## config.mk

```make
export PLATFORM = sky130hd
export DESIGN_NAME = sps_top
export DESIGN_NICKNAME = d
export VERILOG_FILES = /design/src/design/sps_pkg.sv /design/src/design/sps_sync2.sv /design/src/design/sps_fifo.sv /design/src/design/sps_top.sv
export SDC_FILE = /design/constraint.sdc
export NUM_CORES = 1
export LEC_CHECK = 0
export BUFFER_PORTS_ARGS = -buffer_cell sky130_fd_sc_hd__buf_4
export CORE_ASPECT_RATIO = 2
export CORE_MARGIN = 4
export CORE_UTILIZATION = 60
export DETAILED_ROUTE_END_ITERATION = 10
export PLACE_DENSITY = 0.87
export SYNTH_ARGS = -nofsm -noshare
export SYNTH_HDL_FRONTEND = slang
export SYNTH_SLANG_ARGS = --single-unit
```

## constraint.sdc

```tcl
create_clock -name sys_clk -period 7.7 [get_ports sys_clk]
set_clock_uncertainty 0.15 [all_clocks]
set_input_delay 1.155 -clock sys_clk [delete_from_list [all_inputs] [get_ports sys_clk]]
set_output_delay 1.155 -clock sys_clk [all_outputs]
set_load 0.1 [all_outputs]
```

## src/design/sps_pkg.sv

```systemverilog
// Constants shared by the serial port pin-sharing block.
// Assumes a single 20 MHz system clock domain.
package sps_pkg;
    // Serial word and fifo geometry
    localparam int WORD_W = 24;
    localparam int FIFO_DEPTH = 8;
    localparam int CNT_W = 5;
    // Pin indices within the six shared port lines (port lines 3..8)
    localparam int PIN_N = 6;
    localparam int PIN_A = 0;
    localparam int PIN_B = 1;
    localparam int PIN_C = 2;
    localparam int PIN_SCK = 3;
    localparam int PIN_RXD = 4;
    localparam int PIN_TXD = 5;
    // Reset values: all pins general-purpose inputs
    localparam logic [5:0] SEL_RST = 6'h00;
    localparam logic [5:0] GPIO_DIR_RST = 6'h00;
    localparam logic [5:0] GPIO_OUT_RST = 6'h00;
    // Serial port modes
    typedef enum logic {SPS_MODE_SYNC, SPS_MODE_ASYNC} sps_mode_t;
endpackage

```

## src/design/sps_sync2.sv

```systemverilog
// Two-flop synchroniser for a bundle of external levels.
// Assumes inputs are asynchronous to sys_clk.
`timescale 1ns/10ps
module sps_sync2
#(
    parameter int W = 1
)
(
    input wire logic sys_clk,
    input wire logic rstn,
    input wire logic [W-1:0] async_in,
    output logic [W-1:0] sync_out
);
    logic [W-1:0] meta_r;

    // First stage is read only by the second stage
    always_ff @(posedge sys_clk or negedge rstn)
    begin
        if (!rstn)
        begin
            meta_r <= '0;
            sync_out <= '0;
        end
        else
        begin
            meta_r <= async_in;
            sync_out <= meta_r;
        end
    end
endmodule

```

## src/design/sps_fifo.sv

```systemverilog
// Synchronous FIFO with valid/ready on both sides.
// Assumes one clock; width and depth are parameters.
`timescale 1ns/10ps
module sps_fifo
#(
    parameter int WIDTH = 24,
    parameter int DEPTH = 8
)
(
    input wire logic sys_clk,
    input wire logic rstn,
    input wire logic in_valid,
    output logic in_ready,
    input wire logic [WIDTH-1:0] in_data,
    output logic out_valid,
    input wire logic out_ready,
    output logic [WIDTH-1:0] out_data
);
    localparam int AW = $clog2(DEPTH);
    logic [WIDTH-1:0] mem_r [DEPTH];
    logic [AW-1:0] wp_r;
    logic [AW-1:0] rp_r;
    logic [AW:0] cnt_r;
    logic push;
    logic pop;

    // Honest full and empty from the occupancy count
    assign in_ready = (cnt_r != (AW+1)'(DEPTH));
    assign out_valid = (cnt_r != '0);
    assign push = in_valid && in_ready;
    assign pop = out_valid && out_ready;
    assign out_data = mem_r[rp_r];

    // Storage write
    always_ff @(posedge sys_clk)
    begin
        if (push)
            mem_r[wp_r] <= in_data;
    end

    // Pointers and count
    always_ff @(posedge sys_clk or negedge rstn)
    begin
        if (!rstn)
        begin
            wp_r <= '0;
            rp_r <= '0;
            cnt_r <= '0;
        end
        else
        begin
            if (push)
                wp_r <= (wp_r == AW'(DEPTH-1)) ? '0 : wp_r + 1'b1;
            if (pop)
                rp_r <= (rp_r == AW'(DEPTH-1)) ? '0 : rp_r + 1'b1;
            if (push && !pop)
                cnt_r <= cnt_r + 1'b1;
            else if (pop && !push)
                cnt_r <= cnt_r - 1'b1;
        end
    end
endmodule

```

## src/design/sps_top.sv

```systemverilog
// Pin-sharing and shifting logic for a synchronous serial port on six
// shared port lines. Assumes pins reach it as in/out/oe triples and that
// the bit clock from the far side is far slower than sys_clk.
`timescale 1ns/10ps
module sps_top
#(
    parameter int WORD_W = sps_pkg::WORD_W,
    parameter int FIFO_DEPTH = sps_pkg::FIFO_DEPTH,
    parameter int CLK_DIV = 4
)
(
    input wire logic sys_clk,
    input wire logic rstn,
    // Configuration
    input wire logic [5:0] pin_sel,
    input wire logic mode_async,
    input wire logic clk_master,
    input wire logic fsync_master,
    input wire logic [1:0] flag_out,
    input wire logic [1:0] flag_dir,
    input wire logic [5:0] gpio_dir,
    input wire logic [5:0] gpio_out,
    output logic [5:0] gpio_in,
    output logic [1:0] flag_in,
    // Transmit and receive words
    input wire logic tx_valid,
    output logic tx_ready,
    input wire logic [WORD_W-1:0] tx_data,
    output logic rx_valid,
    input wire logic rx_ready,
    output logic [WORD_W-1:0] rx_data,
    output logic rx_overrun,
    // Shared pins: port lines 3..8
    input wire logic flag_clock_pin_a_in,
    output logic flag_clock_pin_a_out,
    output logic flag_clock_pin_a_oe,
    input wire logic flag_framesync_pin_b_in,
    output logic flag_framesync_pin_b_out,
    output logic flag_framesync_pin_b_oe,
    input wire logic framesync_pin_c_in,
    output logic framesync_pin_c_out,
    output logic framesync_pin_c_oe,
    input wire logic bit_clock_pin_in,
    output logic bit_clock_pin_out,
    output logic bit_clock_pin_oe,
    input wire logic receive_data_pin_in,
    output logic receive_data_pin_out,
    output logic receive_data_pin_oe,
    input wire logic transmit_data_pin_in,
    output logic transmit_data_pin_out,
    output logic transmit_data_pin_oe
);
    localparam int CW = sps_pkg::CNT_W;
    logic [5:0] pin_raw;
    logic [5:0] pin_s;
    logic [5:0] sel_r;
    logic [5:0] gdir_r;
    logic [5:0] gout_r;
    logic [5:0] sp_oe;
    logic [5:0] sp_out;
    logic [5:0] pad_out;
    logic [5:0] pad_oe;
    sps_pkg::sps_mode_t mode_r;
    logic [1:0] flag_r;
    logic sck_prev_r;
    logic sck_int_r;
    logic [7:0] div_r;
    logic sck_now;
    logic sck_rise;
    logic sck_fall;
    logic fs_now;
    logic [WORD_W-1:0] rx_sh_r;
    logic [CW-1:0] rx_cnt_r;
    logic rx_act_r;
    logic [WORD_W-1:0] rx_word_r;
    logic rx_push_r;
    logic rx_in_ready;
    logic [WORD_W-1:0] tx_sh_r;
    logic [CW-1:0] tx_cnt_r;
    logic tx_act_r;
    logic fs_out_r;
    logic txd_r;

    // Pins arrive unsynchronised, so every one takes two flops
    assign pin_raw = {transmit_data_pin_in, receive_data_pin_in,
                      bit_clock_pin_in, framesync_pin_c_in,
                      flag_framesync_pin_b_in, flag_clock_pin_a_in};
    sps_sync2 #(.W(sps_pkg::PIN_N)) u_sync
    (
        .sys_clk(sys_clk),
        .rstn(rstn),
        .async_in(pin_raw),
        .sync_out(pin_s)
    );

    // Configuration latched except clk_master, fsync_master and flag_dir; reset leaves all pins as GPIO inputs
    always_ff @(posedge sys_clk or negedge rstn)
    begin
        if (!rstn)
        begin
            sel_r <= sps_pkg::SEL_RST;
            gdir_r <= sps_pkg::GPIO_DIR_RST;
            gout_r <= sps_pkg::GPIO_OUT_RST;
            mode_r <= sps_pkg::SPS_MODE_SYNC;
            flag_r <= 2'h0;
        end
        else
        begin
            sel_r <= pin_sel;
            gdir_r <= gpio_dir;
            gout_r <= gpio_out;
            mode_r <= mode_async ? sps_pkg::SPS_MODE_ASYNC
                                 : sps_pkg::SPS_MODE_SYNC;
            flag_r <= flag_out;
        end
    end

    // Internal bit clock when this end is the clock source
    always_ff @(posedge sys_clk or negedge rstn)
    begin
        if (!rstn)
        begin
            div_r <= 8'h00;
            sck_int_r <= 1'b0;
        end
        else if (div_r == 8'(CLK_DIV - 1))
        begin
            div_r <= 8'h00;
            sck_int_r <= ~sck_int_r;
        end
        else
            div_r <= div_r + 8'h01;
    end

    // Bit clock: internal when clk_master, else from the clock pin, or pin A in async mode
    always_comb
    begin
        if (clk_master)
            sck_now = sck_int_r;
        else if (mode_r == sps_pkg::SPS_MODE_ASYNC)
            sck_now = pin_s[sps_pkg::PIN_A];
        else
            sck_now = pin_s[sps_pkg::PIN_SCK];
        if (fsync_master)
            fs_now = fs_out_r;
        else if (mode_r == sps_pkg::SPS_MODE_ASYNC)
            fs_now = pin_s[sps_pkg::PIN_B];
        else
            fs_now = pin_s[sps_pkg::PIN_C];
    end

    // Edge finder on the already synchronised clock
    always_ff @(posedge sys_clk or negedge rstn)
    begin
        if (!rstn)
            sck_prev_r <= 1'b0;
        else
            sck_prev_r <= sck_now;
    end
    assign sck_rise = sck_now && !sck_prev_r;
    assign sck_fall = !sck_now && sck_prev_r;

    // Receive shifter samples on falling bit clock edges, MSB first
    always_ff @(posedge sys_clk or negedge rstn)
    begin
        if (!rstn)
        begin
            rx_sh_r <= '0;
            rx_cnt_r <= '0;
            rx_act_r <= 1'b0;
            rx_word_r <= '0;
            rx_push_r <= 1'b0;
        end
        else
        begin
            rx_push_r <= 1'b0;
            if (sck_fall && sel_r[sps_pkg::PIN_RXD] && (fs_now || rx_act_r))
            begin
                rx_sh_r <= {rx_sh_r[WORD_W-2:0],
                            pin_s[sps_pkg::PIN_RXD]};
                if (rx_cnt_r == CW'(WORD_W - 1))
                begin
                    rx_cnt_r <= '0;
                    rx_act_r <= 1'b0;
                    rx_word_r <= {rx_sh_r[WORD_W-2:0],
                                  pin_s[sps_pkg::PIN_RXD]};
                    rx_push_r <= 1'b1;
                end
                else
                begin
                    rx_cnt_r <= rx_cnt_r + 1'b1;
                    rx_act_r <= 1'b1;
                end
            end
        end
    end

    // Full receive FIFO drops the word and flags it
    always_ff @(posedge sys_clk or negedge rstn)
    begin
        if (!rstn)
            rx_overrun <= 1'b0;
        else
            rx_overrun <= rx_push_r && !rx_in_ready;
    end

    sps_fifo #(.WIDTH(WORD_W), .DEPTH(FIFO_DEPTH)) u_rx_fifo
    (
        .sys_clk(sys_clk),
        .rstn(rstn),
        .in_valid(rx_push_r),
        .in_ready(rx_in_ready),
        .in_data(rx_word_r),
        .out_valid(rx_valid),
        .out_ready(rx_ready),
        .out_data(rx_data)
    );

    // Transmit word accepted only when the shifter is idle
    assign tx_ready = !tx_act_r && sck_rise && sel_r[sps_pkg::PIN_TXD];

    // Transmit shifter changes data on rising bit clock edges
    always_ff @(posedge sys_clk or negedge rstn)
    begin
        if (!rstn)
        begin
            tx_sh_r <= '0;
            tx_cnt_r <= '0;
            tx_act_r <= 1'b0;
            fs_out_r <= 1'b0;
            txd_r <= 1'b0;
        end
        else if (sck_rise)
        begin
            fs_out_r <= 1'b0;
            if (tx_valid && tx_ready)
            begin
                txd_r <= tx_data[WORD_W-1];
                tx_sh_r <= {tx_data[WORD_W-2:0], 1'b0};
                tx_cnt_r <= CW'(WORD_W - 1);
                tx_act_r <= 1'b1;
                fs_out_r <= 1'b1;
            end
            else if (tx_act_r)
            begin
                txd_r <= tx_sh_r[WORD_W-1];
                tx_sh_r <= {tx_sh_r[WORD_W-2:0], 1'b0};
                tx_cnt_r <= tx_cnt_r - 1'b1;
                tx_act_r <= (tx_cnt_r != CW'(1));
            end
        end
    end

    // Serial-function drive per pin, by mode
    always_comb
    begin
        sp_out = 6'h00;
        sp_oe = 6'h00;
        if (mode_r == sps_pkg::SPS_MODE_ASYNC)
        begin
            sp_out[sps_pkg::PIN_A] = sck_int_r;
            sp_oe[sps_pkg::PIN_A] = clk_master;
            sp_out[sps_pkg::PIN_B] = fs_out_r;
            sp_oe[sps_pkg::PIN_B] = fsync_master;
            sp_oe[sps_pkg::PIN_C] = 1'b0;
        end
        else
        begin
            sp_out[sps_pkg::PIN_A] = flag_r[0];
            sp_oe[sps_pkg::PIN_A] = flag_dir[0];
            sp_out[sps_pkg::PIN_B] = flag_r[1];
            sp_oe[sps_pkg::PIN_B] = flag_dir[1];
            sp_out[sps_pkg::PIN_C] = fs_out_r;
            sp_oe[sps_pkg::PIN_C] = fsync_master;
        end
        sp_out[sps_pkg::PIN_SCK] = sck_int_r;
        sp_oe[sps_pkg::PIN_SCK] = clk_master &&
            (mode_r == sps_pkg::SPS_MODE_SYNC);
        sp_out[sps_pkg::PIN_TXD] = txd_r;
        sp_oe[sps_pkg::PIN_TXD] = 1'b1;
    end

    // Unselected pins fall back to general-purpose port lines
    assign pad_out = (sel_r & sp_out) | (~sel_r & gout_r);
    assign pad_oe = (sel_r & sp_oe) | (~sel_r & gdir_r);
    assign gpio_in = pin_s;
    assign flag_in = {pin_s[sps_pkg::PIN_B], pin_s[sps_pkg::PIN_A]};

    assign flag_clock_pin_a_out = pad_out[sps_pkg::PIN_A];
    assign flag_clock_pin_a_oe = pad_oe[sps_pkg::PIN_A];
    assign flag_framesync_pin_b_out = pad_out[sps_pkg::PIN_B];
    assign flag_framesync_pin_b_oe = pad_oe[sps_pkg::PIN_B];
    assign framesync_pin_c_out = pad_out[sps_pkg::PIN_C];
    assign framesync_pin_c_oe = pad_oe[sps_pkg::PIN_C];
    assign bit_clock_pin_out = pad_out[sps_pkg::PIN_SCK];
    assign bit_clock_pin_oe = pad_oe[sps_pkg::PIN_SCK];
    assign receive_data_pin_out = pad_out[sps_pkg::PIN_RXD];
    // Receive pin never driven by the serial function
    assign receive_data_pin_oe = pad_oe[sps_pkg::PIN_RXD];
    assign transmit_data_pin_out = pad_out[sps_pkg::PIN_TXD];
    assign transmit_data_pin_oe = pad_oe[sps_pkg::PIN_TXD];
endmodule

```

==> out/qor.txt, run 1 <==
status: completed
Initial Util: 0.6145
via count: 6614
commonest non-fill, non-tap cell in the layout: edfxtp_1
Post-synth EDFFs: 192
syn_area_per_cell: 17.90 um^2
Final min period: 4.490 ns
Setup CP Type: reg2out
Crit Path Max Fanout: 27
CTS tree: done
Pleak: 0.006115 uW
actual slew at the worst max-slew pin: 1.289 ns
hold_ws: 0.1999 ns
Ys Warns: 0
Critical R2R Launch: u_rx_fifo.cnt_r[0]
Syn Inst Count: 725
HP Class: reg2reg
Tot Pwr: 5052 uW
Synth Register Bits: 331
final WL: 24180 um
Slew HR: 0.1409
# nets final: 904
Clock Path Buffers: 3
final worst setup slack: 3.210 ns
Detailed Place HPWL: 14940 um
Max VDD drop: 0.0002864 V
CP required: 6.39 ns
CTS HTree Levels: 1
DIE HEIGHT: 216.0 um
gpl congestion: 0.7477
synth unique cells: 47
drt first-iter violations: 266
Die Area: 24180 um^2
drt pass-1 iters: 5
DRC: 0
Async SR Flop Fraction: 0.4199
Critical Path Max Stage Delay: 0.92 ns
Max Slew Vio Count: 0
most frequent cells in the layout: 192 x edfxtp_1, 137 x dfrtp_1, 111 x buf_4, 48 x mux4_2, 44 x nand2_1
ordered list of cells on the worst path: buf_4 > mux4_2 > mux2_2 > buf_4
Filler cells: 1295
grt ovf: 0
PD cells: 337.9 nW/um^2
largest net degree at the start of global routing: 80
setup TNS: 0 ns
Core ar.: 21110 um^2
critical path launch point type: flip-flop
number of global-route vias before repair: 7190
Antenna Violating Nets Remaining: 0
r2r worst-path depth: 9
RSZ-0062 raised after global routing: false
first-pass GRT wire length: 38970 um
initial antenna violation count: 0
clk slew on worst S/H paths: 0.07 ns
final setup violation count: 0
Root Buffer: clkbuf_16
commonest register cell after synthesis: edfxtp_1
share of layout cells above drive strength 1: 0.3447
WP data arrival: 3.19 ns
pre-CTS setup slack: 3.687 ns
crit end category: primary output
endpoints failing hold: 0
DR WL/cell: 21.55 um
top-area cell type share of the netlist area: 0.4444
final worst-path cycle share: 0.5832
Post-CTS Setup Repair Bufs: 0
post-synth top area cell: edfxtp_1
Synth-to-Final Area Change: 15.23%
crit path capture: rx_data[18]
n_diodes: 0
Mapped Area: 12970 um^2
total CTS buffers: 26
Syn Nets: 796
fmax: 222.7 MHz
top post-synthesis cells by area: edfxtp_1 44%, dfrtp_1 27%, mux4_2 8.3%, mux2_4 4.2%, mux2_2 3.6%
maxcap violations: 0
Port Buffers: 105
R2R setup slack: 4.96 ns
Seq/Total Area, Yosys: 0.7124
CTS Hold Buffers Added: 0
CTS resizes: 0
vias per cell: 5.895
Skew-Pair Late Insertion Delay: 0.53 ns
row cnt: 75
Core Util, Final: 0.7081
CTS Sinks: 331
die width: 112.0 um
GRT Total Usage: 0.2051
Worst Setup SP: u_rx_fifo.rp_r[0]
cell repeated most along the worst path: buf_4
Ports: 106
CP max-delay cell: dfrtp_2
RR Endpoint: u_rx_fifo.cnt_r[3]
synth_stat cells, types with 5 or more instances:
cell type  number
edfxtp_1      192
dfrtp_1       139
mux4_2         48
nand2_1        44
mux2_2         42
mux2_4         36
o21ai_0        33
a22oi_1        20
nor2_1         19
clkbuf_1       16
inv_1          15
ha_1           11
mux2i_1        11
xnor2_1        10
a21oi_1         9
buf_2           8
nand2b_1        7
nand3_1         7
nor3_1          6
and3_1          5
buf_6           5
critical path: cells and delay by family (launching register included):
kind                   cells  cell delay, ns
DFF                        1            0.92
muxes                      2            0.89
buffers and inverters      2            0.80
registers in the layout, indices dropped and copies added, names as in the netlist, 2 cells and up:
| name | flops |
|---|---|
| u_sync.meta_r | 6 |
| u_sync.sync_out | 6 |
| rx_word_r | 24 |
| rx_cnt_r | 5 |
| u_rx_fifo.wp_r | 3 |
| tx_sh_r | 23 |
| div_r | 8 |
| flag_r | 2 |
| gdir_r | 6 |
| gout_r | 6 |
| tx_cnt_r | 5 |
| u_rx_fifo.mem_r | 192 |
| u_rx_fifo.rp_r | 3 |
| u_rx_fifo.cnt_r | 4 |
| sel_r | 6 |
| rx_sh_r | 23 |
how the worst min path moves through the flow:
stage / startpoint / endpoint / slack [ns] / depth (start not counted)
finish: u_sync.meta_r[1] / u_sync.sync_out[1] / 0.20 / 0
global route: u_sync.meta_r[2] / u_sync.sync_out[2] / 0.21 / 0
CTS: u_sync.meta_r[1] / u_sync.sync_out[1] / 0.20 / 0
detailed placement: u_sync.meta_r[1] / u_sync.sync_out[1] / 0.18 / 0
global placement: u_sync.meta_r[2] / u_sync.sync_out[2] / 0.18 / 0
floorplan: u_sync.meta_r[0] / u_sync.sync_out[0] / 0.18 / 0
cell type report:
| class | instances | area (um^2) | share of cell area |
|---|---|---|---|
| clock buffer | 37 | 743.2 | 0.04971 |
| clock inverter | 11 | 168.9 | 0.01130 |
| inverter | 15 | 56.30 | 0.003766 |
| multi-input combinational | 347 | 3555 | 0.2378 |
| sequential | 331 | 9246 | 0.6185 |
| tap | 269 | 336.6 | 0.02251 |
| timing repair buffer | 112 | 844.6 | 0.05649 |
cell families (layout without fill, tap and decap cells):
group                      after synthesis  in the layout  synth area share
DFF                                    331            331            0.7124
AOI/OAI and AO/OA                       75             75           0.03664
and+or+nand+nor                        111            111           0.04291
xor gates and xnor gates                12             12          0.008100
buffers and inverters                   47            175           0.01784
adders and majority gates               12             12           0.01215
muxes                                  137            137            0.1699
stage by stage:
step / instances / area (um^2)
global route: 1122 / 14950
floorplan: 725 / 12970
global placement: 1074 / 14040
CTS: 1122 / 14950
finish: 1122 / 14950
detailed placement: 1074 / 14040
power by group:
group / internal (uW) / leakage [uW] / total (uW) / switching (uW)
clock network: 812 / 0.000435 / 1410 / 594
registers: 1990 / 0.00360 / 2150 / 163
logic: 507 / 0.00208 / 1490 / 985
routing by layer:
metal | vias to the layer above | part of all wire | global-route usage
li1 | 2967 | - | -
met1 | 3422 | 0.36 | 0.2408
met2 | 186 | 0.58 | 0.3900
met3 | 39 | 0.041 | 0.02438
met4 | 0 | 0.026 | 0.06217
met5 | - | 0 | 0
(Power assumes the default switching activity.)
==> run 2: changes to the inputs <==
--- a/config.mk
+++ b/config.mk
@@ -8,9 +8,9 @@
 export BUFFER_PORTS_ARGS = -buffer_cell sky130_fd_sc_hd__buf_4
 export CORE_ASPECT_RATIO = 2
 export CORE_MARGIN = 4
-export CORE_UTILIZATION = 60
+export CORE_UTILIZATION = 54
 export DETAILED_ROUTE_END_ITERATION = 10
-export PLACE_DENSITY = 0.87
+export PLACE_DENSITY = 0.83
 export SYNTH_ARGS = -nofsm -noshare
 export SYNTH_HDL_FRONTEND = slang
 export SYNTH_SLANG_ARGS = --single-unit
==> constraint.sdc (replaced) <==
create_clock -name sys_clk -period 3.88 [get_ports sys_clk]
set_clock_uncertainty 0.15 [all_clocks]
set_input_delay 0.582 -clock sys_clk [delete_from_list [all_inputs] [get_ports sys_clk]]
set_output_delay 0.582 -clock sys_clk [all_outputs]
set_load 0.1 [all_outputs]
==> out/qor.txt, run 2 (synthesis results as in run 1) <==
Port Buffers: 105
DIE HEIGHT: 227.2 um
Crit Path Max Fanout: 48
final setup violation count: 0
number of global-route vias before repair: 7412
Core ar.: 23720 um^2
most frequent cells in the layout: 192 x edfxtp_1, 136 x dfrtp_1, 109 x buf_4, 48 x mux4_2, 44 x nand2_1
crit end category: primary output
grt ovf: 0
via count: 6738
Core Util, Final: 0.6435
setup TNS: 0 ns
CP max-delay cell: mux4_2
clk slew on worst S/H paths: 0.07 ns
Pleak: 0.006206 uW
Tot Pwr: 10070 uW
gpl congestion: 0.7388
drt pass-1 iters: 5
Synth-to-Final Area Change: 17.65%
design area: 15260 um^2
Final min period: 3.185 ns
n_diodes: 0
HP Class: in2reg
WP data arrival: 2.45 ns
die width: 117.6 um
Root Buffer: clkbuf_16
RSZ-0062 raised after global routing: false
post-placement cell area: 14110 um^2
largest registers: u_rx_fifo.mem_r (192), rx_word_r (24)
Ports: 106
Setup CP Type: reg2out
Bufs and invs on worst path: 2
final WL: 24590 um
Clock Path Buffers: 3
CTS tree: done
Worst path top cell family by delay: multiplexers
fmax: 314.0 MHz
Filler cells: 1573
# nets final: 933
ordered list of cells on the worst path: buf_12 > mux4_2 > mux2_2 > buf_4
critical path launch point type: flip-flop
CTS Sinks: 331
maxcap violations: 0
DRC: 0
share of layout cells above drive strength 1: 0.3413
Initial Util: 0.5469
footprint of the multi-input gates: 3560 um^2
Biggest register: u_rx_fifo.mem_r
Max VDD drop: 0.0005417 V
GRT Total Usage: 0.1898
drt first-iter violations: 371
max reg flops: 192
Skew-Pair Late Insertion Delay: 0.54 ns
status: completed
PD cells: 659.4 nW/um^2
first-pass GRT wire length: 39750 um
Max Slew Vio Count: 0
CTS HTree Levels: 1
DR WL/cell: 21.03 um
CP required: 3.15 ns
vias per cell: 5.764
Post-CTS Setup Repair Bufs: 0
largest net degree at the start of global routing: 81
Slew HR: 0.3265
Detailed Place HPWL: 14620 um
Die Area: 26720 um^2
initial antenna violation count: 0
final worst-path cycle share: 0.8209
actual slew at the worst max-slew pin: 1.008 ns
flip-flop and latch area: 9248 um^2
Critical Path Max Stage Delay: 0.56 ns
endpoints failing hold: 0
commonest non-fill, non-tap cell in the layout: edfxtp_1
total CTS buffers: 26
pre-CTS setup slack: 1.168 ns
row cnt: 80
final worst setup slack: 0.6950 ns
Antenna Violating Nets Remaining: 0
## run 2: through the flow
stage	hold slack, ns	std cells
2_1_floorplan	0.1364	725
3_3_place_gp	0.1818	1093
3_5_place_dp	0.1858	1093
4_1_cts	0.08008	1169
5_1_grt	0.09954	1169
6_report	0.09802	1169
## run 2: final timing paths
kind / from / endpoint / slack, ns / cells past startpoint
worst min-delay path: tx_data[0] / tx_sh_r[1] / 0.1 / 3
worst max register to register: u_rx_fifo.cnt_r[1] / u_rx_fifo.cnt_r[3] / 1.14 / 9
worst max-delay path: u_rx_fifo.rp_r[0] / rx_data[3] / 0.69 / 4
min in group asynchronous: rstn / tx_sh_r[15] / 0.51 / 2
max in group asynchronous: rstn / gdir_r[3] / 2.30 / 3
worst min register to register: u_sync.meta_r[1] / u_sync.sync_out[1] / 0.20 / 0
## run 2: cell type report
| class | instances | share of cell area |
|---|---|---|
| Sequential cell | 331 | 0.6058 |
| Multi-Input combinational cell | 347 | 0.2332 |
| Timing Repair Buffer | 141 | 0.07664 |
| Clock buffer | 35 | 0.04820 |
| Tap cell | 287 | 0.02352 |
| Clock inverter | 13 | 0.008934 |
| Inverter | 15 | 0.003689 |
## run 2: worst register-to-register path, cell delays in order, from the launching register on
cell and delay (ns):
dfrtp_1 0.44, or4_1 0.57, nand2_1 0.20, ha_1 0.20, inv_1 0.10, ha_1 0.29
a21o_1 0.18, a21oi_1 0.17, mux2i_1 0.23, xnor2_1 0.13
## run 2: report_power, final
group / switching, uW / internal (uW) / total, uW / leakage, uW
clock network: 1200 / 1480 / 2680 / 0.000423
registers: 296 / 3950 / 4250 / 0.00357
logic: 2040 / 1090 / 3130 / 0.00221
## run 2: timing repair
item,CTS,global route
hold buffers,28,0
setup endpoints to repair,0,0
resized for setup,0,0
hold endpoints to repair,105,0
## run 2: metal layers
layer	track usage	wire length, um
met5	0	0
met4	0.05720	502
met3	0.03133	1230
met2	0.3671	14090
met1	0.2146	8767
